==> src/design/wdtmf_pkg.sv <==
// package: register map, field positions, reset values and timing for the watchdog mode/flag control block
package wdtmf_pkg;
   // register byte addresses
   localparam logic [11:0] WDTMF_CTRL_OFS   = 12'h000;   // watchdog_control_status_two
   localparam logic [11:0] WDTMF_COUNT_OFS  = 12'h004;   // watchdog_counter (read only, writes are ignored)
   localparam logic [11:0] WDTMF_CFG_OFS    = 12'h008;   // run enable, reset select
   localparam logic [11:0] WDTMF_STAT_OFS   = 12'h00C;   // sticky event status, write one to clear
   localparam logic [11:0] WDTMF_MASK_OFS   = 12'h010;   // event mask
   // control register field positions
   localparam int WDTMF_WRAP_BIT  = 7;
   localparam int WDTMF_MGRD_BIT  = 6;
   localparam int WDTMF_MODE_BIT  = 5;
   localparam int WDTMF_IGRD_BIT  = 4;
   localparam int WDTMF_IEN_BIT   = 3;
   // config register field positions
   localparam int WDTMF_RUN_BIT   = 0;
   localparam int WDTMF_RSEL_BIT  = 1;
   // status / mask positions
   localparam int WDTMF_EV_WRAP   = 0;
   localparam int WDTMF_EV_RST    = 1;
   localparam int WDTMF_EV_ITV    = 2;
   // reset values
   localparam logic        WDTMF_MODE_RST  = 1'b0;
   localparam logic        WDTMF_IEN_RST   = 1'b0;
   localparam logic        WDTMF_RUN_RST   = 1'b1;
   localparam logic        WDTMF_RSEL_RST  = 1'b1;
   localparam logic [7:0]  WDTMF_CNT_RST   = 8'h00;
   localparam logic [7:0]  WDTMF_CNT_MAX   = 8'hFF;
   localparam logic [2:0]  WDTMF_EV_RST_V  = 3'h0;
   localparam logic [2:0]  WDTMF_MASK_RST  = 3'h0;
   // timing: internal reset pulse length
   localparam int WDTMF_CLK_MHZ      = 100;
   localparam int WDTMF_RSTPULSE_NS  = 80;
   localparam int WDTMF_RSTPULSE_CYC = (WDTMF_RSTPULSE_NS * WDTMF_CLK_MHZ + 999) / 1000;
   localparam int WDTMF_PRESC_DEF    = 16;
endpackage : wdtmf_pkg

==> src/design/wdtmf_top.sv <==
// watchdog mode/flag control register with counter, APB slave and interrupts
//
// Summary of operation
// - counter wrap FF to 00 sets flag
// - watchdog internal reset clears wrap flag
// - clear flag only after read-while-set then zero
// - mode bit writes need guard bit 6 zero
// - mode bit 5 resets 0, 0 watchdog
// - irq enable writes need guard bit 4 zero
// - irq enable bit 3 resets 0, gates itv_irq only (irq is gated by the event mask)
// - watchdog mode wrap makes internal reset
// - interval mode wrap raises interval event
// - counter is 8-bit up-counter
`timescale 1ns/1ps
module wdtmf_top
   import wdtmf_pkg::*;
#(
   parameter int PRESC     = WDTMF_PRESC_DEF,
   parameter int RST_CYC   = WDTMF_RSTPULSE_CYC
) (
   // clock and reset
   input  wire logic        pclk,
   input  wire logic        presetn,
   // apb slave
   input  wire logic        psel,
   input  wire logic        penable,
   input  wire logic        pwrite,
   input  wire logic [11:0] paddr,
   input  wire logic [31:0] pwdata,
   input  wire logic [3:0]  pstrb,
   output logic [31:0]      prdata,
   output logic             pready,
   output logic             pslverr,
   // watchdog outputs
   output logic             wdt_reset_req,
   output logic             itv_irq,
   output logic             irq
);
   initial begin
      if (RST_CYC < 1) $error("wdtmf_top: RST_CYC must be at least 1");
      if (RST_CYC > 255) $error("wdtmf_top: RST_CYC must fit 8 bits");
   end

   // ------------------------------------------------------------
   // address match, shared by every register select
   // ------------------------------------------------------------
   function automatic logic reg_hit(input logic [11:0] addr, input logic [11:0] ofs);
      return addr == ofs;
   endfunction : reg_hit

   // ------------------------------------------------------------
   // apb decode
   // ------------------------------------------------------------
   wire acc      = psel && penable;
   wire wr_acc   = acc && pwrite;
   wire rd_acc   = acc && !pwrite;
   wire hit_ctrl = reg_hit(paddr, WDTMF_CTRL_OFS);
   wire hit_cnt  = reg_hit(paddr, WDTMF_COUNT_OFS);
   wire hit_cfg  = reg_hit(paddr, WDTMF_CFG_OFS);
   wire hit_stat = reg_hit(paddr, WDTMF_STAT_OFS);
   wire hit_mask = reg_hit(paddr, WDTMF_MASK_OFS);
   wire mapped   = hit_ctrl | hit_cnt | hit_cfg | hit_stat | hit_mask;
   // only byte lane 0 carries the 8-bit control value; partial-lane writes of others are ignored
   wire lane0    = pstrb[0];
   wire wr_ctrl  = wr_acc && hit_ctrl && lane0;
   wire wr_cfg   = wr_acc && hit_cfg && lane0;
   wire wr_stat  = wr_acc && hit_stat && lane0;
   wire wr_mask  = wr_acc && hit_mask && lane0;
   wire rd_ctrl  = rd_acc && hit_ctrl;

   // ------------------------------------------------------------
   // state
   // ------------------------------------------------------------
   logic       wrap_flag_ff;
   logic       rd_armed_ff;
   logic       mode_ff;
   logic       ien_ff;
   logic       run_ff;
   logic       rsel_ff;
   logic [2:0] ev_ff;
   logic [2:0] mask_ff;
   logic [7:0] rst_cnt_ff;
   logic       itv_ff;
   logic [7:0] count;
   logic       wrap;

   wdtmf_counter #(
      .PRESC (PRESC)
   ) u_counter (
      .pclk    (pclk),
      .presetn (presetn),
      .run     (run_ff),
      .clear   (wdt_reset_req),
      .count   (count),
      .wrap    (wrap)
   );

   // ------------------------------------------------------------
   // control register next values
   // ------------------------------------------------------------
   wire wd_mode   = (mode_ff == 1'b0);
   wire rst_fire  = wrap && wd_mode && rsel_ff;
   wire in_rst    = (rst_cnt_ff != 8'h00);
   wire rst_end   = (rst_cnt_ff == 8'h01);
   wire zero_wr   = wr_ctrl && !pwdata[WDTMF_WRAP_BIT];
   wire flag_clr  = zero_wr && rd_armed_ff;
   // set wins over clear; reset end clears flag
   wire nxt_wrap_flag = wrap ? 1'b1 : ((flag_clr || rst_end) ? 1'b0 : wrap_flag_ff);
   wire nxt_rd_armed  = rd_ctrl ? wrap_flag_ff : (wr_ctrl ? 1'b0 : rd_armed_ff);
   wire mode_wr   = wr_ctrl && !pwdata[WDTMF_MGRD_BIT];
   wire ien_wr    = wr_ctrl && !pwdata[WDTMF_IGRD_BIT];
   wire nxt_mode  = mode_wr ? pwdata[WDTMF_MODE_BIT] : mode_ff;
   wire nxt_ien   = ien_wr ? pwdata[WDTMF_IEN_BIT] : ien_ff;
   wire itv_ev    = wrap && !wd_mode;
   wire [7:0] nxt_rst_cnt = rst_fire ? 8'(RST_CYC) : (in_rst ? rst_cnt_ff - 8'h01 : rst_cnt_ff);

   // ------------------------------------------------------------
   // interrupt status: sticky, write one to clear, set wins
   // ------------------------------------------------------------
   wire [2:0] ev_in  = {itv_ev, rst_fire, wrap};
   wire [2:0] ev_clr = wr_stat ? pwdata[2:0] : 3'h0;
   wire [2:0] nxt_ev = ev_in | (ev_ff & ~ev_clr);

   always_ff @(posedge pclk or negedge presetn) begin
      if (!presetn) begin
         wrap_flag_ff <= 1'b0;
         rd_armed_ff  <= 1'b0;
         mode_ff      <= WDTMF_MODE_RST;
         ien_ff       <= WDTMF_IEN_RST;
         rst_cnt_ff   <= 8'h00;
         itv_ff       <= 1'b0;
      end else begin
         wrap_flag_ff <= nxt_wrap_flag;
         rd_armed_ff  <= nxt_rd_armed;
         mode_ff      <= nxt_mode;
         ien_ff       <= nxt_ien;
         rst_cnt_ff   <= nxt_rst_cnt;
         itv_ff       <= itv_ev;
      end
   end

   always_ff @(posedge pclk or negedge presetn) begin
      if (!presetn) begin
         run_ff  <= WDTMF_RUN_RST;
         rsel_ff <= WDTMF_RSEL_RST;
         ev_ff   <= WDTMF_EV_RST_V;
         mask_ff <= WDTMF_MASK_RST;
      end else begin
         run_ff  <= wr_cfg ? pwdata[WDTMF_RUN_BIT] : run_ff;
         rsel_ff <= wr_cfg ? pwdata[WDTMF_RSEL_BIT] : rsel_ff;
         ev_ff   <= nxt_ev;
         mask_ff <= wr_mask ? pwdata[2:0] : mask_ff;
      end
   end

   // ------------------------------------------------------------
   // read mux and outputs
   // ------------------------------------------------------------
   // guard bits always read back as one
   wire [7:0] ctrl_rd = {wrap_flag_ff, 1'b1, mode_ff, 1'b1, ien_ff, 3'b000};
   wire [31:0] rd_mux =
      hit_ctrl ? {24'h00_0000, ctrl_rd} :
      hit_cnt  ? {24'h00_0000, count} :
      hit_cfg  ? {30'h0000_0000, rsel_ff, run_ff} :
      hit_stat ? {29'h0000_0000, ev_ff} :
      hit_mask ? {29'h0000_0000, mask_ff} : 32'h0000_0000;

   assign prdata        = rd_mux;
   assign pready        = 1'b1;
   assign pslverr       = acc && !mapped;
   assign wdt_reset_req = in_rst;
   assign itv_irq       = wrap_flag_ff && !wd_mode && ien_ff;
   assign irq           = |(ev_ff & mask_ff);

   // ------------------------------------------------------------
   // assertions
   // ------------------------------------------------------------
   wrap_sets_flag_a: assert property (@(posedge pclk) disable iff (!presetn)
      wrap |=> wrap_flag_ff) else $error("wrap did not set flag");
   blind_zero_keeps_a: assert property (@(posedge pclk) disable iff (!presetn)
      (zero_wr && !rd_armed_ff && wrap_flag_ff && !rst_end) |=> wrap_flag_ff)
      else $error("flag cleared without prior read");
   guarded_mode_a: assert property (@(posedge pclk) disable iff (!presetn)
      (wr_ctrl && pwdata[WDTMF_MGRD_BIT]) |=> $stable(mode_ff)) else $error("mode changed despite guard");
   guarded_ien_a: assert property (@(posedge pclk) disable iff (!presetn)
      (wr_ctrl && pwdata[WDTMF_IGRD_BIT]) |=> $stable(ien_ff)) else $error("enable changed despite guard");
   wd_reset_pulse_a: assert property (@(posedge pclk) disable iff (!presetn)
      rst_fire |=> wdt_reset_req) else $error("no internal reset after wrap");
   reset_clears_flag_a: assert property (@(posedge pclk) disable iff (!presetn)
      (rst_end && !wrap) |=> !wrap_flag_ff) else $error("internal reset left flag set");
   itv_event_a: assert property (@(posedge pclk) disable iff (!presetn)
      (wrap && mode_ff) |=> itv_ff && ev_ff[WDTMF_EV_ITV]) else $error("interval event missing");
   irq_level_a: assert property (@(posedge pclk) disable iff (!presetn)
      itv_irq == (wrap_flag_ff && mode_ff && ien_ff)) else $error("interval irq level wrong");
   ien_gate_a: assert property (@(posedge pclk) disable iff (!presetn)
      !ien_ff |-> !itv_irq) else $error("irq not suppressed");
   counter_step_a: assert property (@(posedge pclk) disable iff (!presetn)
      wrap |-> (count == 8'h00)) else $error("wrap without counter at zero");


   // ------------------------------------------------------------
   // assertions: register bus
   // ------------------------------------------------------------
   // an unmapped access must answer with an error and zero data, never a silent hit
   unmapped_err_a: assert property (@(posedge pclk) disable iff (!presetn)
      (acc && !mapped) |-> (pslverr && prdata == 32'h0000_0000))
      else $error("unmapped access not refused");

   mapped_ok_a: assert property (@(posedge pclk) disable iff (!presetn)
      (acc && mapped) |-> !pslverr)
      else $error("mapped access flagged as error");

   unmapped_nowrite_a: assert property (@(posedge pclk) disable iff (!presetn)
      (wr_acc && !mapped) |=> ($stable(mode_ff) && $stable(ien_ff) && $stable(mask_ff) && $stable(run_ff)))
      else $error("unmapped write changed a register");

   // a write without lane 0 carries no control byte, so mode and enable may not move
   lane_off_a: assert property (@(posedge pclk) disable iff (!presetn)
      (wr_acc && hit_ctrl && !pstrb[0]) |=> ($stable(mode_ff) && $stable(ien_ff)))
      else $error("control changed without lane 0");

   guard_read_a: assert property (@(posedge pclk) disable iff (!presetn)
      rd_ctrl |-> (prdata[WDTMF_MGRD_BIT] && prdata[WDTMF_IGRD_BIT] && prdata[2:0] == 3'b000))
      else $error("guard or reserved bits read wrong");

   // ------------------------------------------------------------
   // assertions: flag clear sequence and guarded fields
   // ------------------------------------------------------------
   read_arms_a: assert property (@(posedge pclk) disable iff (!presetn)
      (rd_ctrl && wrap_flag_ff) |=> rd_armed_ff)
      else $error("read of set flag did not arm clear");

   // any control write spends the arming, so a stale read cannot clear a later flag
   write_disarms_a: assert property (@(posedge pclk) disable iff (!presetn)
      wr_ctrl |=> !rd_armed_ff)
      else $error("clear arming survived a write");

   armed_clear_a: assert property (@(posedge pclk) disable iff (!presetn)
      (flag_clr && !wrap) |=> !wrap_flag_ff)
      else $error("armed zero write left flag set");

   flag_hold_a: assert property (@(posedge pclk) disable iff (!presetn)
      (!wrap && !flag_clr && !rst_end) |=> (wrap_flag_ff == $past(wrap_flag_ff)))
      else $error("flag moved without cause");

   mode_write_a: assert property (@(posedge pclk) disable iff (!presetn)
      mode_wr |=> (mode_ff == $past(pwdata[WDTMF_MODE_BIT])))
      else $error("unguarded mode write lost");

   ien_write_a: assert property (@(posedge pclk) disable iff (!presetn)
      ien_wr |=> (ien_ff == $past(pwdata[WDTMF_IEN_BIT])))
      else $error("unguarded enable write lost");

   // ------------------------------------------------------------
   // assertions: internal reset and status
   // ------------------------------------------------------------
   rst_count_a: assert property (@(posedge pclk) disable iff (!presetn)
      (in_rst && !rst_fire) |=> (rst_cnt_ff == $past(rst_cnt_ff) - 8'h01))
      else $error("reset pulse length counter skipped");

   // the counter is held during the pulse so no second wrap can stack on the first
   rst_holds_a: assert property (@(posedge pclk) disable iff (!presetn)
      wdt_reset_req |=> (count == 8'h00))
      else $error("counter ran during internal reset");

   itv_no_reset_a: assert property (@(posedge pclk) disable iff (!presetn)
      (wrap && mode_ff) |=> !wdt_reset_req)
      else $error("interval wrap raised internal reset");

   status_set_a: assert property (@(posedge pclk) disable iff (!presetn)
      1'b1 |=> ((ev_ff & $past(ev_in)) == $past(ev_in)))
      else $error("status event lost");

   status_sticky_a: assert property (@(posedge pclk) disable iff (!presetn)
      1'b1 |=> (((ev_ff | $past(ev_clr)) & $past(ev_ff)) == $past(ev_ff)))
      else $error("status bit dropped without clear");

   wrap_seen_c: cover property (@(posedge pclk) disable iff (!presetn) wrap);
   guard_block_c: cover property (@(posedge pclk) disable iff (!presetn)
      wr_ctrl && pwdata[WDTMF_MGRD_BIT] && (pwdata[WDTMF_MODE_BIT] != mode_ff));
   flag_cleared_c: cover property (@(posedge pclk) disable iff (!presetn) flag_clr && wrap_flag_ff);
   itv_irq_c: cover property (@(posedge pclk) disable iff (!presetn) itv_irq);
   wd_reset_c: cover property (@(posedge pclk) disable iff (!presetn) rst_fire);
endmodule : wdtmf_top

==> src/design/wdtmf_counter.sv <==
// 8-bit watchdog up-counter with prescaler and wrap pulse
`timescale 1ns/1ps
module wdtmf_counter
   import wdtmf_pkg::*;
#(
   parameter int PRESC = WDTMF_PRESC_DEF
) (
   // clock and reset
   input  wire logic       pclk,
   input  wire logic       presetn,
   // control
   input  wire logic       run,
   input  wire logic       clear,
   // state
   output logic [7:0]      count,
   output logic            wrap
);
   localparam int PW = (PRESC > 1) ? $clog2(PRESC) : 1;

   initial begin
      if (PRESC < 1) $error("wdtmf_counter: PRESC must be at least 1");
   end

   logic [PW-1:0] presc_ff;
   logic [7:0]    count_ff;
   logic          wrap_ff;
   wire           tick      = run && (presc_ff == PW'(PRESC - 1));
   wire [PW-1:0]  nxt_presc = (!run || tick) ? '0 : presc_ff + PW'(1);
   wire [7:0]     nxt_count = clear ? WDTMF_CNT_RST : (tick ? count_ff + 8'h01 : count_ff);
   wire           nxt_wrap  = !clear && tick && (count_ff == WDTMF_CNT_MAX);

   always_ff @(posedge pclk or negedge presetn) begin
      if (!presetn) begin
         presc_ff <= '0;
         count_ff <= WDTMF_CNT_RST;
         wrap_ff  <= 1'b0;
      end else begin
         presc_ff <= nxt_presc;
         count_ff <= nxt_count;
         wrap_ff  <= nxt_wrap;
      end
   end

   assign count = count_ff;
   assign wrap  = wrap_ff;
endmodule : wdtmf_counter

==> config.mk <==
export PLATFORM = sky130hd
export DESIGN_NAME = wdtmf_top
export DESIGN_NICKNAME = d
export VERILOG_FILES = /design/src/design/wdtmf_pkg.sv /design/src/design/wdtmf_top.sv /design/src/design/wdtmf_counter.sv
export SDC_FILE = /design/constraint.sdc
export NUM_CORES = 1
export LEC_CHECK = 0
export BUFFER_PORTS_ARGS = -buffer_cell sky130_fd_sc_hd__buf_4
export CAP_MARGIN = 5
export CORE_MARGIN = 2
export CORE_UTILIZATION = 47
export CTS_CLUSTER_SIZE = 24
export DETAILED_ROUTE_END_ITERATION = 10
export MAX_ROUTING_LAYER = met4
export PLACE_DENSITY = 0.8
export SKIP_LAST_GASP = 1
export SYNTH_ARGS = -nofsm -noshare
export SYNTH_HDL_FRONTEND = slang
export SYNTH_SLANG_ARGS = --single-unit
==> constraint.sdc <==
create_clock -name pclk -period 2.3 [get_ports pclk]
set_input_delay 0.115 -clock pclk [delete_from_list [all_inputs] [get_ports pclk]]
set_output_delay 0.115 -clock pclk [all_outputs]
set_load 0.02 [all_outputs]
Word-level counts from Yosys, hierarchy flattened
Cells that the tools add are included.
{"block": "totals", "in_bits": 53, "out_inout_bits": 37, "register_bits": 33, "word_cells": 87}
{"block": "classes", "eq_ne": 7, "bitwise": 9, "n_addsub": 3, "reduce_logical": 41, "muxes": 15}
{"op": "2-to-1 mux 8 bit", "n": 6}
{"op": "logical AND 1 bit", "n": 25}
{"op": "equality test 12 x 4 -> 1 bit, second input constant", "n": 2}
{"op": "equality test 12 x 3 -> 1 bit, second input constant", "n": 1}
{"op": "equality test 12 x 5 -> 1 bit, second input constant", "n": 1}
{"op": "zero test 12 bit", "n": 1}
{"op": "2-to-1 mux 3 bit", "n": 4}
{"op": "adder 8 x 1 -> 8 bit, second input constant", "n": 1}
{"op": "equality test 8 x 1 -> 1 bit, second input constant", "n": 1}
{"op": "equality test 8 bit, second input constant", "n": 1}
{"op": "nonzero test 2 bit", "n": 4}
{"op": "nonzero test 8 bit", "n": 1}
{"op": "subtractor 8 x 1 -> 8 bit, second input constant", "n": 1}
{"op": "zero test 1 bit", "n": 7}
{"op": "bitwise AND 3 bit", "n": 2}
{"op": "adder 4 x 1 -> 4 bit, second input constant", "n": 1}
{"op": "equality test 4 bit, second input constant", "n": 1}
{"op": "2-to-1 mux 1 bit", "n": 4}
{"op": "2-to-1 mux 4 bit", "n": 1}
{"op": "OR 1 bit", "n": 4}
{"op": "inverter 3 bit", "n": 1}
{"op": "OR 3 bit", "n": 1}
{"op": "OR reduction 3 bit", "n": 1}
{"op": "logical OR 1 bit", "n": 2}
{"op": "inverter 1 bit", "n": 1}

Depth between registers and ports, before layout
Gate-level depths: netlist of run 1.
{"block": "depth", "depth_word": 9, "ltp_mapped": 6, "depth_no_buf": 6}

Modules after synthesis
A second synthesis of run 1 with hierarchy kept.
{"block": "unflattened", "hier_cells": 212, "area_unflattened_um2": 2074.5}
{"mod": "wdtmf_top", "seq_area_each_um2": 503.0, "instances": 1, "area_each_um2": 1453.9, "cells_per_inst": 152}
{"mod": "wdtmf_counter", "seq_area_each_um2": 325.3, "instances": 1, "area_each_um2": 620.6, "cells_per_inst": 60}

Worst setup path after synthesis of run 1
No wires, ideal clock.
{"block": "synth_timing", "kind": "flip-flop to flip-flop", "start": "reg rst_cnt_ff[2]", "end": "reg rst_cnt_ff[1]", "required_time_ps": 2206, "slack_ps": 669, "path_stages_with_launch": 5, "arrival_ps": 1537, "setup_time_ps": 94, "cell_sequence": "dfrtp_1 nor3_1 nand3_1 clkbuf_1 a211oi_1"}
{"block": "synth_via", "elab_chain_cells": 2}
{"item": "from (decl)", "line": "wdtmf_top.sv:82", "text": "logic [7:0] rst_cnt_ff;"}
{"item": "from (signal assigned)", "line": "wdtmf_top.sv:137", "text": "rst_cnt_ff <= nxt_rst_cnt;"}
{"item": "nonzero test 8 bit", "line": "wdtmf_top.sv:103", "text": "wire in_rst = (rst_cnt_ff != 8'h00);"}
{"item": "net wdt_reset_req", "line": "wdtmf_top.sv:35", "text": "output logic wdt_reset_req,"}
{"item": "nonzero test 2 bit (no source line)"}
The timed path passes the listed nets, and every way through them passes these cells.
A chain may end at the register's enable or synchronous reset.

Worst setup path after layout of run 1
{"block": "layout_timing", "start": "reg rst_cnt_ff[2]", "end": "out wdt_reset_req"}
{"block": "layout_via", "elab_chain_cells": 1}
{"item": "nonzero test 8 bit", "line": "wdtmf_top.sv:103"}
{"item": "to (decl)", "line": "wdtmf_top.sv:35"}
No other way between the ends.

==> results by stage, run 1 <==
Status:
- The run finished with clean final reports.

Pwr:
- The leakage power total is 1.163 nW.
- The internal power of the cells totals 861.2 uW.
- Of the total power, combinational logic draws 0.096.
- Of the total power, registers draw 0.512.
- The clock share of power is 0.392.
- Dividing total power by cell area gives a power density of 476.6 nW/um^2.
- VDD sags by at most around 430 uV.
- The design draws 1.135 mW.
- The analysis attributes to net switching a power of 273.6 uW.
- The net switching share of the total power is 0.2411.

Routing:
- Dividing the detail-routed wire length by the instance count gives 14.05 um.
- The first TritonRoute pass finished after 5 iterations.
- The post-detailed-route via-to-cell ratio is 5.457.
- The total length of routed wires is 4.371 mm.
- In this run the remaining antenna-violating nets after routing total 0.
- The number of design rule violations left after detail routing is 0.
- The DRC marker count from the first detailed-route iteration is 95.
- Detailed routing inserted a total of between 1500 and 2000 vias.

Flow run:
- The number of maximum-capacitance violations is 0.

Timing:
- The final worst clock skew is 0.004429 ns.
- The clock period could shrink to 1.805 ns.
- The number of slew-limit violations in the final report is 0.
- The highest clock rate is 554.0 MHz.
- The total negative slack for setup checks is 0 ns.
- Setup violations remaining at the end of the flow were counted as 0.
- The final hold violation count came to 0.
- The slew at the pin closest to its max-slew limit is 0.5018 ns.
- The worst pin sits at a relative slew slack of 0.6629.
- Of the available clock period, the critical path in the final layout requires 0.7848.
- Setup repair after global routing left no endpoint under its margin.

Final layout:
- The final layout contains between 300 and 400 nets.
- The growth of design area from synthesis to finish is 16.61%.
- In the final layout, the share of cells above drive strength 1 is 0.2222.
- The antenna diode instance count is 0.

Clocking:
- The number of clock sinks is 33.
- The setup fix buffers added after clock tree synthesis is 0.
- The total number of H-tree levels is 2.
- Buffers inserted to repair hold after CTS numbered 1.
- The buffer type at the clock tree root is clkbuf_8.
- The clock latency on the worst-skew pair is 0.29 ns.
- The number of buffers inserted during clock tree synthesis is 5.
- After clock tree synthesis, the clock-pin slew on the worst setup and hold paths is 0.06 ns.
- The CTS tree is yes.
- The number of cells upsized or downsized after cts is 0.
- The clock passes through at most 2 buffers.

Placement:
- The global placer's final weighted congestion is 0.8879.
- The half-perimeter wire length of the detailed placement result is 3.229 mm.
- Input and output buffers added on the ports amount to 37.

GRT:
- In the global route stage, overall resource usage came out at 0.1991.
- The remaining global-route overflow is 0.
- The first-pass GRT wire length is 7.410 mm.
- The initial antenna violation count is 0.
- The number of global-route vias before repair is roughly 1600.
- The pin count of the biggest net entering global routing is 34.

Logic synthesis:
- After synthesis, the cell types taking the most area are dfrtp_1 38%, buf_4 9.6%, mux2_2 3.9%.
- In the synthesized netlist the dominant register cell turns out to be dfrtp_1.
- The summed instance area of the synthesized netlist is 2042 um^2.
- The Yosys step of the flow raised 0 warnings.
- The area fraction in compound gates after synthesis was 0.1066.
- The mean cell area of the mapped netlist is 9.324 um^2.
- The share of synthesized area in the top cell type comes to 0.3799.
- The area share of fa/ha/maj cells after synthesis is 0.03064.
- The commonest cells after synthesis are 31 x dfrtp_1, 26 x buf_4, 19 x nor2_1.
- The sequential cell area fraction in the yosys report is 0.4056.
- The cell count after synthesis came out at 219.
- The multiplexer share of the synthesized area is 0.06434.
- The cell taking the most area after synthesis is dfrtp_1.
- In this run, synthesis produced a sequential element count of 33.
- Of the total synthesized cell area, the portion taken by XOR and XNOR cells is 0.04289.
- The number of synthesized flops with an enable pin is 0.
- The dominant combinational cell family by area after synthesis is simple AND/OR/NAND/NOR gates.
- The post-synthesis cell type count is 46.
- Of the total synthesized cell area, the portion taken by AND, OR, NAND and NOR gates is 0.2230.
- After synthesis, the share of flip-flops with an asynchronous set or reset is 1.000.
- The most common cell in the synthesized netlist is dfrtp_1.

Die:
- The total number of placement rows is 23.
- The area of the die is 4888 um^2.
- The die is 69.92 um tall.
- For this design the top-level I/O count stands at 90.
- The die is 69.92 um wide.
- The core area is 4086 um^2.
- The initial standard-cell utilization of the core is 0.4997.

Setup path:
- STA puts the critical path data arrival time at around 1.7 ns.
- The worst setup path is captured at an output port.
- Along the worst path, the maximum fanout reaches 14.
- For the worst setup path, the data required time is 2.18 ns.
- The launching element type of the critical path is a register.
- The class of the most critical setup path is reg -> out.

Hold path:
- In this run the worst hold path is classified as in -> reg.
==> stage by stage <==
step / hold slack (ns) / setup WS (ns) / cells / util / instance area, um^2
final: 0.05672 / 0.4950 / 311 / 0.5827 / 2381
after detailed placement: 0.08308 / 0.5178 / 302 / 0.5582 / 2281
after floorplan: -0.1806 / 0.6686 / 242 / - / 2128
after global placement: 0.07900 / 0.5284 / 302 / 0.5582 / 2281
after CTS: 0.05063 / 0.5021 / 311 / 0.5827 / 2381
after global routing: 0.04937 / 0.2963 / 311 / 0.5827 / 2381
==> worst paths after layout <==
path,startpoint,to,slack [ns],cells past startpoint
max,rst_cnt_ff[2],wdt_reset_req,0.50,4
min,pwdata[3],ien_ff,0.06,2
max reg2reg,u_counter.presc_ff[0],u_counter.count[7],0.52,5
min reg2reg,u_counter.presc_ff[0],u_counter.presc_ff[0],0.49,1
max in group asynchronous,presetn,rsel_ff,1.67,2
min in group asynchronous,presetn,rst_cnt_ff[7],0.31,2
==> kinds of logic (layout without fill, tap and decap cells) <==
family | Yosys count | in the layout
mux | 12 | 12
buf+inv | 41 | 60
compound gates | 33 | 33
other cells | 2 | 25
fa+ha+maj | 5 | 5
flops | 33 | 33
simple gates | 83 | 83
xor+xnor | 10 | 10
==> per-layer routing <==
layer	vias up	part of all wire	global-route usage
li1	812	-	-
met1	829	0.44	0.2549
met2	51	0.49	0.3164
met3	5	0.050	0.05195
met4	0	0.012	0.05128
met5	-	0	-
==> cell usage in the layout, fill, tap and decap left out, drive strengths merged, types with 2 or more instances in the layout <==
cell and instances:
dfstp 2, nor4 6, xnor2 7, nand4b 2, nand2 11, or4 3
a211oi 2, nand4 6, a22oi 2, xor2 3, nand3 7, clkbuf 8
buf 40, nand2b 3, dfrtp 31, and4 3, nor2b 2, a21o 2
ha 5, o21ai 4, and2 4, or3 5, conb 25, and3 2
a21oi 13, nor2 19, mux2 9, mux2i 3, nor3 7, inv 11
==> final cells by class <==
class | count | area [um^2]
Clock buffer | 8 | 90.09
Fill cell | 368 | 1705
Inverter | 11 | 41.29
Multi-Input combinational cell | 168 | 1049
Sequential cell | 33 | 828.3
Tap cell | 50 | 62.56
Timing Repair Buffer | 41 | 310.3
==> sequential cells by signal (all words and copies together) (netlist names) <==
name                flops
rd_armed_ff             1
u_counter.count         8
mask_ff                 3
ev_ff                   3
mode_ff                 1
u_counter.presc_ff      4
rsel_ff                 1
rst_cnt_ff              8
u_counter.wrap          1
ien_ff                  1
wrap_flag_ff            1
run_ff                  1
==> power by group through the flow <==
stage	Clock [mW]	Combinational, mW	Sequential [mW]
after detailed placement	0	0.108	0.591
after global placement	0	0.106	0.591
after floorplan	0	0.0869	0.592
after global routing	0.481	0.121	0.580
final	0.445	0.109	0.581
after CTS	0.459	0.109	0.581
==> critical path, cell delays in order, from the launching register on <==
cell	delay [ns]
dfrtp_1	0.43
nor3_1	0.45
nand3_1	0.14
buf_4	0.21
buf_4	0.17
(Power assumes the default switching activity.)
==> inputs of run 2 (changes only) <==
Settings changed: CORE_UTILIZATION 47 to 43, PLACE_DENSITY 0.8 to 0.77.
Clock period 2.3 ns to 1.45 ns, I/O delays scaled along.
==> run 2 against run 1 <==
Compared with the run above:
- the run now ends with setup timing left
- global-route usage increased by 3.4 points
- clock power rose by 100%
- cell count is 14% higher
- wire length grew 31%
- first-iteration DRC count increased by 32%
- die area up 8.8%
- worst setup slack got worse by 0.60 ns
- critical path type unchanged
- largest power group unchanged
==> results by stage, run 2 (synthesized netlist as in run 1, its figures left out) <==
Setup path:
- The data arrival at the endpoint of the critical path is 1.49 ns (-0.20 ns).
- The most numerous cell type found on the critical path is buf_6.
- The class of the most critical setup path is reg -> out.
- The biggest fanout along the worst timing path is 5 (-9).
- The critical path buffer and inverter count is 3 (+1).
- The worst setup path is captured at an output port.
- The worst register-to-register path begins at rst_cnt_ff[1].
- The data required time of the critical path was 1.38 ns (-0.80 ns).
- The longest individual stage delay on the worst path is 0.40 ns (-0.05 ns).
- The reg2reg setup slack came to -0.11 ns (-0.63 ns).
- The signal on the critical path passes through buf_6 -> nor3_4 -> nand3_2 -> buf_6 -> buf_4.
- In this run the critical register-to-register path is captured at rst_cnt_ff[5].
- On the critical path, the stage with the largest delay is an instance of dfrtp_1.
- Among cell families on the critical path, the largest total delay comes from buffers and inverters.
- The path depth of the worst reg2reg path is 4 (-1).
- The launching element type of the critical path is a register.

Routing:
- The count of TritonRoute iterations in the first routing pass came to 4 (-1).
- The total length of routed wires is 5.713 mm (+31%).
- The detail-routed net length per standard cell was 16.09 um (+15%).
- The DRC marker count from the first detailed-route iteration was 125 (+32%).
- The post-detailed-route via-to-cell ratio is 5.400 (-1.0%).
- The post-route antenna net violation count came to 0 (unchanged).
- The number of design rule violations left after detail routing came to 0 (unchanged).
- The total number of vias is 1917 (+13%).

Hold path:
- The worst min-delay path class is in -> reg.
- The worst hold path begins at pwdata[3].
- The worst-case hold path end point is ien_ff.
- The worst hold path cell count is 2 (unchanged).

Flow run:
- The number of maximum-capacitance violations is 0 (unchanged).

Final layout:
- The area of all placed cells without fillers was 3013 um^2 (+27%).
- The fraction of layout instances using a drive strength above 1 is 0.4551 (+0.2329).
- The area taken by multi-input logic gates is 1271 um^2 (+21%).
- The net total in the final layout is 358 (+13%).
- The register cell area after layout was 830.8 um^2 (+0.30%).
- The most frequent standard cell in the layout excluding fill and tap cells is buf_4.
- The post-layout utilization of the core is 0.6464 (+0.06377).
- The fill cell instance count of the final layout was 366 (-0.54%).
- The growth of design area from synthesis to finish is 47.55%.
- The library cells used most frequently in the layout, excluding fill and tap cells, are 60 x buf_4, 29 x dfrtp_1, 25 x conb_1, 20 x buf_6, 15 x nor2_1.
- The antenna diode instance count is 0 (unchanged).

Timing:
- The total negative slack for setup checks is -0.8303 ns (-0.8303 ns).
- The number of endpoints failing setup at the final stage is 15 (+15).
- The final worst clock skew was 0.003666 ns (-0.0007632 ns).
- The final hold violation count was 0 (unchanged).
- Setup repair after global routing could not meet its margin everywhere.
- The final critical-path required period is approximately 1.6 ns.
- The final cycle utilization of the critical path is 1.074.
- Static timing analysis puts the maximum clock frequency at 642.0 MHz.
- The number of slew-limit violations in the final report is 0 (unchanged).
- The post-route worst setup slack is -0.1077 ns (-0.6027 ns).

Die:
- The die boundary width is 72.91 um (+4.3%).
- The area of the die came to 5316 um^2 (+8.8%).
- The vertical die dimension was 72.91 um (+4.3%).
- The initial standard-cell utilization of the core is 0.4381 (-0.06157).
- The top-level I/O count was 90 (unchanged).
- The total number of placement rows was 25 (+8.7%).
- The core area is 4661 um^2 (+14%).

Placement:
- The half-perimeter wire length of the detailed placement result is 3.564 mm (+10%).
- The number of port buffers came to 37 (unchanged).
- The global placer's final weighted congestion is 0.8644 (-2.6%).
- The worst setup slack before clock tree synthesis was -0.2359 ns (-0.7538 ns).
- The cell area after placement came to 2542 um^2 (+11%).

Clocking:
- The total number of H-tree levels came to 2 (unchanged).
- The number of clock sinks is 33 (unchanged).
- The buffer depth of the longest clock path was 2 (unchanged).
- The number of buffers inserted during clock tree synthesis is 5 (unchanged).
- The clock latency on the worst-skew pair is 0.29 ns (about the same).
- The clock slew at the register clock pins of the worst setup and hold paths is 0.07 ns (about the same).
- The tree is rooted in a clkbuf_8.
- TritonCTS built the clock tree.

GRT:
- The overall global routing resource usage is 0.2332 (+0.03416).
- The remaining global-route overflow is 0 (unchanged).
- The initial antenna violation count is 0 (unchanged).
- The number of global-route vias before repair is 1925 (+24%).
- The pin count of the biggest net entering global routing is 34 (unchanged).
- The first-pass GRT wire length is 9.094 mm (+23%).

Pwr:
- The power density over the cells is 669.1 nW/um^2 (+40%).
- The internal portion of total power is 1.550 mW (+80%).
- The clock share of power is 0.447 (+0.055).
- The leakage power total is 1.454 nW (+25%).
- The switching power summed over all nets is 465.9 uW (+70%).
- The share of total power in sequential cells is 0.457 (-0.055).
- The net switching share of the total power is 0.2311 (-0.009992).
- The largest vdd supply drop came to 579.5 uV (+34%).
- The combinational cell fraction of total power is 0.097 (about the same).

Status:
- The flow ran to the end, but the final reports show violations.
- The final reports fail on setup timing.
run 2: how the worst max path moves through the flow:
| stage | slack (ns) | start | to | cells after the start |
|---|---|---|---|---|
| 3_5_place_dp | -0.24 | paddr[7] | ien_ff | 5 |
| 3_3_place_gp | -0.20 | paddr[7] | mode_ff | 5 |
| 4_1_cts | -0.1 | rst_cnt_ff[1] | rst_cnt_ff[5] | 4 |
| 6_report | -0.11 | rst_cnt_ff[6] | wdt_reset_req | 5 |
| 2_1_floorplan | -0.06 | rst_cnt_ff[3] | rst_cnt_ff[1] | 4 |
| 5_1_grt | -0.16 | rst_cnt_ff[1] | rst_cnt_ff[5] | 4 |
run 2: per-layer routing:
layer	global-route usage	up-vias	share of wire
met5	-	-	0
met2	0.3848	71	0.52
li1	-	894	-
met1	0.2650	933	0.40
met3	0.06077	19	0.051
met4	0.1070	0	0.032
run 2: layout make-up:
cell class,count,share of cell area
clock buffers,7,0.02865
flip-flops and latches,33,0.2757
well taps,54,0.02243
multi-input cells,168,0.4219
clock inverters,1,0.009967
inverters,11,0.01370
repair buffers,81,0.2276
run 2: metrics by stage:
step	power [mW]	hold WS, ns	cells
2_1_floorplan	1.076	-0.2231	242
3_3_place_gp	1.113	0.03722	330
3_5_place_dp	1.115	0.03816	330
4_1_cts	2.025	0.01709	350
5_1_grt	2.096	0.02146	355
6_report	2.016	0.02201	355
run 2: repair_timing:
action                                 in CTS  in global routing
endpoints found under the hold margin      31                  0
setup buffers                              11                  5
pin swaps                                   5                 17
setup endpoints to repair                  16                 33
gates cloned                                0                  0
gates resized for setup                    33                 23
hold buffers                                1                  0
run 2: power groups by stage:
stage	registers (mW)	clock network, mW	logic, mW
after floorplan	0.938	0	0.138
after global placement	0.938	0	0.175
after detailed placement	0.938	0	0.177
after CTS	0.921	0.916	0.188
after global routing	0.920	0.964	0.212
final	0.921	0.900	0.195
==> inputs of run 3 (changes only) <==
Settings changed: CORE_UTILIZATION 43 to 48, PLACE_DENSITY 0.77 to 0.81.
Clock period 1.45 ns to 1.8 ns, I/O delays scaled along.
==> run 3 against run 2 <==
Compared with the run above:
- combinational power fell by 28%
- clock power fell by 36%
- total power fell by 28%
- worst setup slack improved by 0.16 ns
- clock skew rose by 0.0027 ns
- the flow now finishes without violations
==> results by stage, run 3 (synthesized netlist as in run 1, its figures left out) <==
Status:
- The run finished with clean final reports.

Clocking:
- The clock slew at the register clock pins of the worst setup and hold paths is 0.06 ns (about the same).
- The total number of H-tree levels is 2 (unchanged).
- The clock latency on the worst-skew pair is 0.29 ns (about the same).
- CTS placed an instance of clkbuf_8 at the clock tree root.
- The number of clock sinks is 33 (unchanged).
- TritonCTS built the clock tree.
- The buffer depth of the longest clock path was 2 (unchanged).
- The number of buffers inserted during clock tree synthesis is 5 (unchanged).

Setup path:
- The cell family contributing the most delay on the critical path is simple AND/OR/NAND/NOR gates.
- The most prevalent standard cell on the critical path is buf_4.
- The data arrival at the endpoint of the critical path was 1.66 ns (+0.17 ns).
- The class of the most critical setup path is in -> out.
- The slowest stage of the critical path is the or4_4 cell.
- The biggest fanout along the worst timing path is 10 (+5).
- The longest individual stage delay on the worst path is 0.56 ns (+0.16 ns).
- The signal on the critical path passes through buf_4 -> or4_4 -> nor3_4 -> buf_4 -> a22oi_1 -> a21oi_1 -> buf_4.
- The launching element type of the critical path is a primary input.
- The worst setup path is captured at an output port.
- The data required time of the critical path is 1.71 ns (+0.33 ns).
- The critical path buffer and inverter count is 3 (unchanged).

Final layout:
- The net total in the final layout was 324 (-9.5%).
- The count of placed standard cells in the final layout, fillers left out came to 317 (-11%).
- In the layout the commonest cells are 46 x buf_4, 31 x dfrtp_1, 25 x conb_1, 19 x nor2_1, 12 x a21oi_1.
- The most frequent standard cell in the layout excluding fill and tap cells is buf_4.
- The antenna diode instance count came to 0 (unchanged).
- The fraction of layout instances using a drive strength above 1 is 0.2509 (-0.2042).
- From synthesis to final layout, the design area changed by 19.91%.
- The area of all placed cells without fillers came to 2449 um^2 (-19%).

Pwr:
- The sum of internal, switching and leakage power is 1.456 mW (-28%).
- The leakage power total is 1.209 nW (-17%).
- The power density over the cells came to 594.7 nW/um^2 (-11%).
- The largest vdd supply drop is 483.1 uV (-17%).

Timing:
- The number of slew-limit violations in the final report is 0 (unchanged).
- The clock period could shrink to 1.752 ns.
- The number of endpoints failing setup at the final stage came to 0 (-15).
- The final hold violation count is 0 (unchanged).
- The highest clock rate is 570.8 MHz.
- The total negative slack for setup checks came to 0 ns (+0.8303 ns).
- The final cycle utilization of the critical path is 0.9733.
- The final worst clock skew is 0.006393 ns (+0.002726 ns).

Routing:
- The total length of routed wires is 4.387 mm (-23%).
- The detail-routed net length per standard cell is 13.84 um (-14%).
- The DRC marker count from the first detailed-route iteration is 120 (-4.0%).
- The post-route antenna net violation count is 0 (unchanged).
- The total number of vias is 1702 (-11%).
- The number of design rule violations left after detail routing was 0 (unchanged).
- The post-detailed-route via-to-cell ratio was 5.369 (-0.57%).
- The count of TritonRoute iterations in the first routing pass is 4 (unchanged).

GRT:
- The pin count of the biggest net entering global routing is 34 (unchanged).
- The number of global-route vias before repair came to 1593 (-17%).
- The initial antenna violation count was 0 (unchanged).
- The overall global routing resource usage is 0.2000 (-0.03321).
- The remaining global-route overflow is 0 (unchanged).
- The first-pass GRT wire length is 7.465 mm (-18%).

Die:
- The area of the die is 4792 um^2 (-9.9%).
- The top-level I/O count came to 90 (unchanged).
- The core area is 4058 um^2 (-13%).
- The total number of placement rows was 23 (-8.0%).
- The vertical die dimension came to 69.23 um (-5.1%).
- The initial standard-cell utilization of the core is 0.5032 (+0.06512).
- The die boundary width is 69.23 um (-5.1%).

Placement:
- The total instance count after detailed placement came to 307 (-7.0%).
- The cell area after placement was 2318 um^2 (-8.8%).
- The number of port buffers is 37 (unchanged).
- The half-perimeter wire length of the detailed placement result is 3.201 mm (-10%).
- The global placer's final weighted congestion was 0.8377 (-3.1%).

Hold path:
- The worst min-delay path class is in -> reg.

Flow run:
- The number of maximum-capacitance violations is 0 (unchanged).
[run 3: cell count changes in the layout (fill, tap and decap cells not counted), sizes merged]
cell / previous run / this run
bufinv: 1 / 0
buf: 80 / 46
clkbuf: 7 / 8
[run 3: final timing paths]
path,to,startpoint,depth (start not counted),slack (ns)
hold / removal,mode_ff,pwdata[5],2,0.04
setup / recovery,prdata[1],paddr[7],7,0.05
max in group asynchronous,run_ff,presetn,2,1.19
hold reg to reg,u_counter.presc_ff[0],u_counter.presc_ff[0],1,0.48
setup reg to reg,rst_cnt_ff[5],rst_cnt_ff[2],4,0.12
min in group asynchronous,rst_cnt_ff[6],presetn,2,0.27
[run 3: where the power goes]
group | total (mW) | switching, mW | leakage (nW) | internal [mW]
sequential | 0.742 | 0.0000958 | 0.454 | 0.742
clock | 0.574 | 0.262 | 0.0455 | 0.312
combinational | 0.140 | 0.0933 | 0.710 | 0.0471
[run 3: per-layer routing]
layer | wire length (um) | track usage | up-vias
li1 | - | - | 823
met1 | 1874 | 0.2493 | 808
met2 | 2143 | 0.3120 | 63
met3 | 273 | 0.04506 | 8
met4 | 95 | 0.08932 | 0
met5 | 0 | - | -
[run 3: what timing repair did]
item,4_1_cts,5_1_grt
endpoints found under the hold margin,31,0
gates resized for setup,0,4
hold buffers,1,0
endpoints found under the setup margin,0,6
buffers inserted,0,1
[run 3: stage by stage]
step,utilization,worst slack [ns],hold WS (ns)
CTS,0.5961,0.04832,0.03068
floorplan,-,0.1686,-0.2056
global placement,0.5714,0.06512,0.05360
detailed placement,0.5714,0.06890,0.05251
finish,0.6035,0.04813,0.03652
global route,0.6035,-0.004682,0.04499
[run 3: final cells by class]
class                      instances  area, um^2
sequential                        33       828.3
tap                               50       62.56
multi-input combinational        168        1071
inverter                          11       41.29
fill                             346        1609
clock buffer                       8       90.09
timing repair buffer              47       355.3
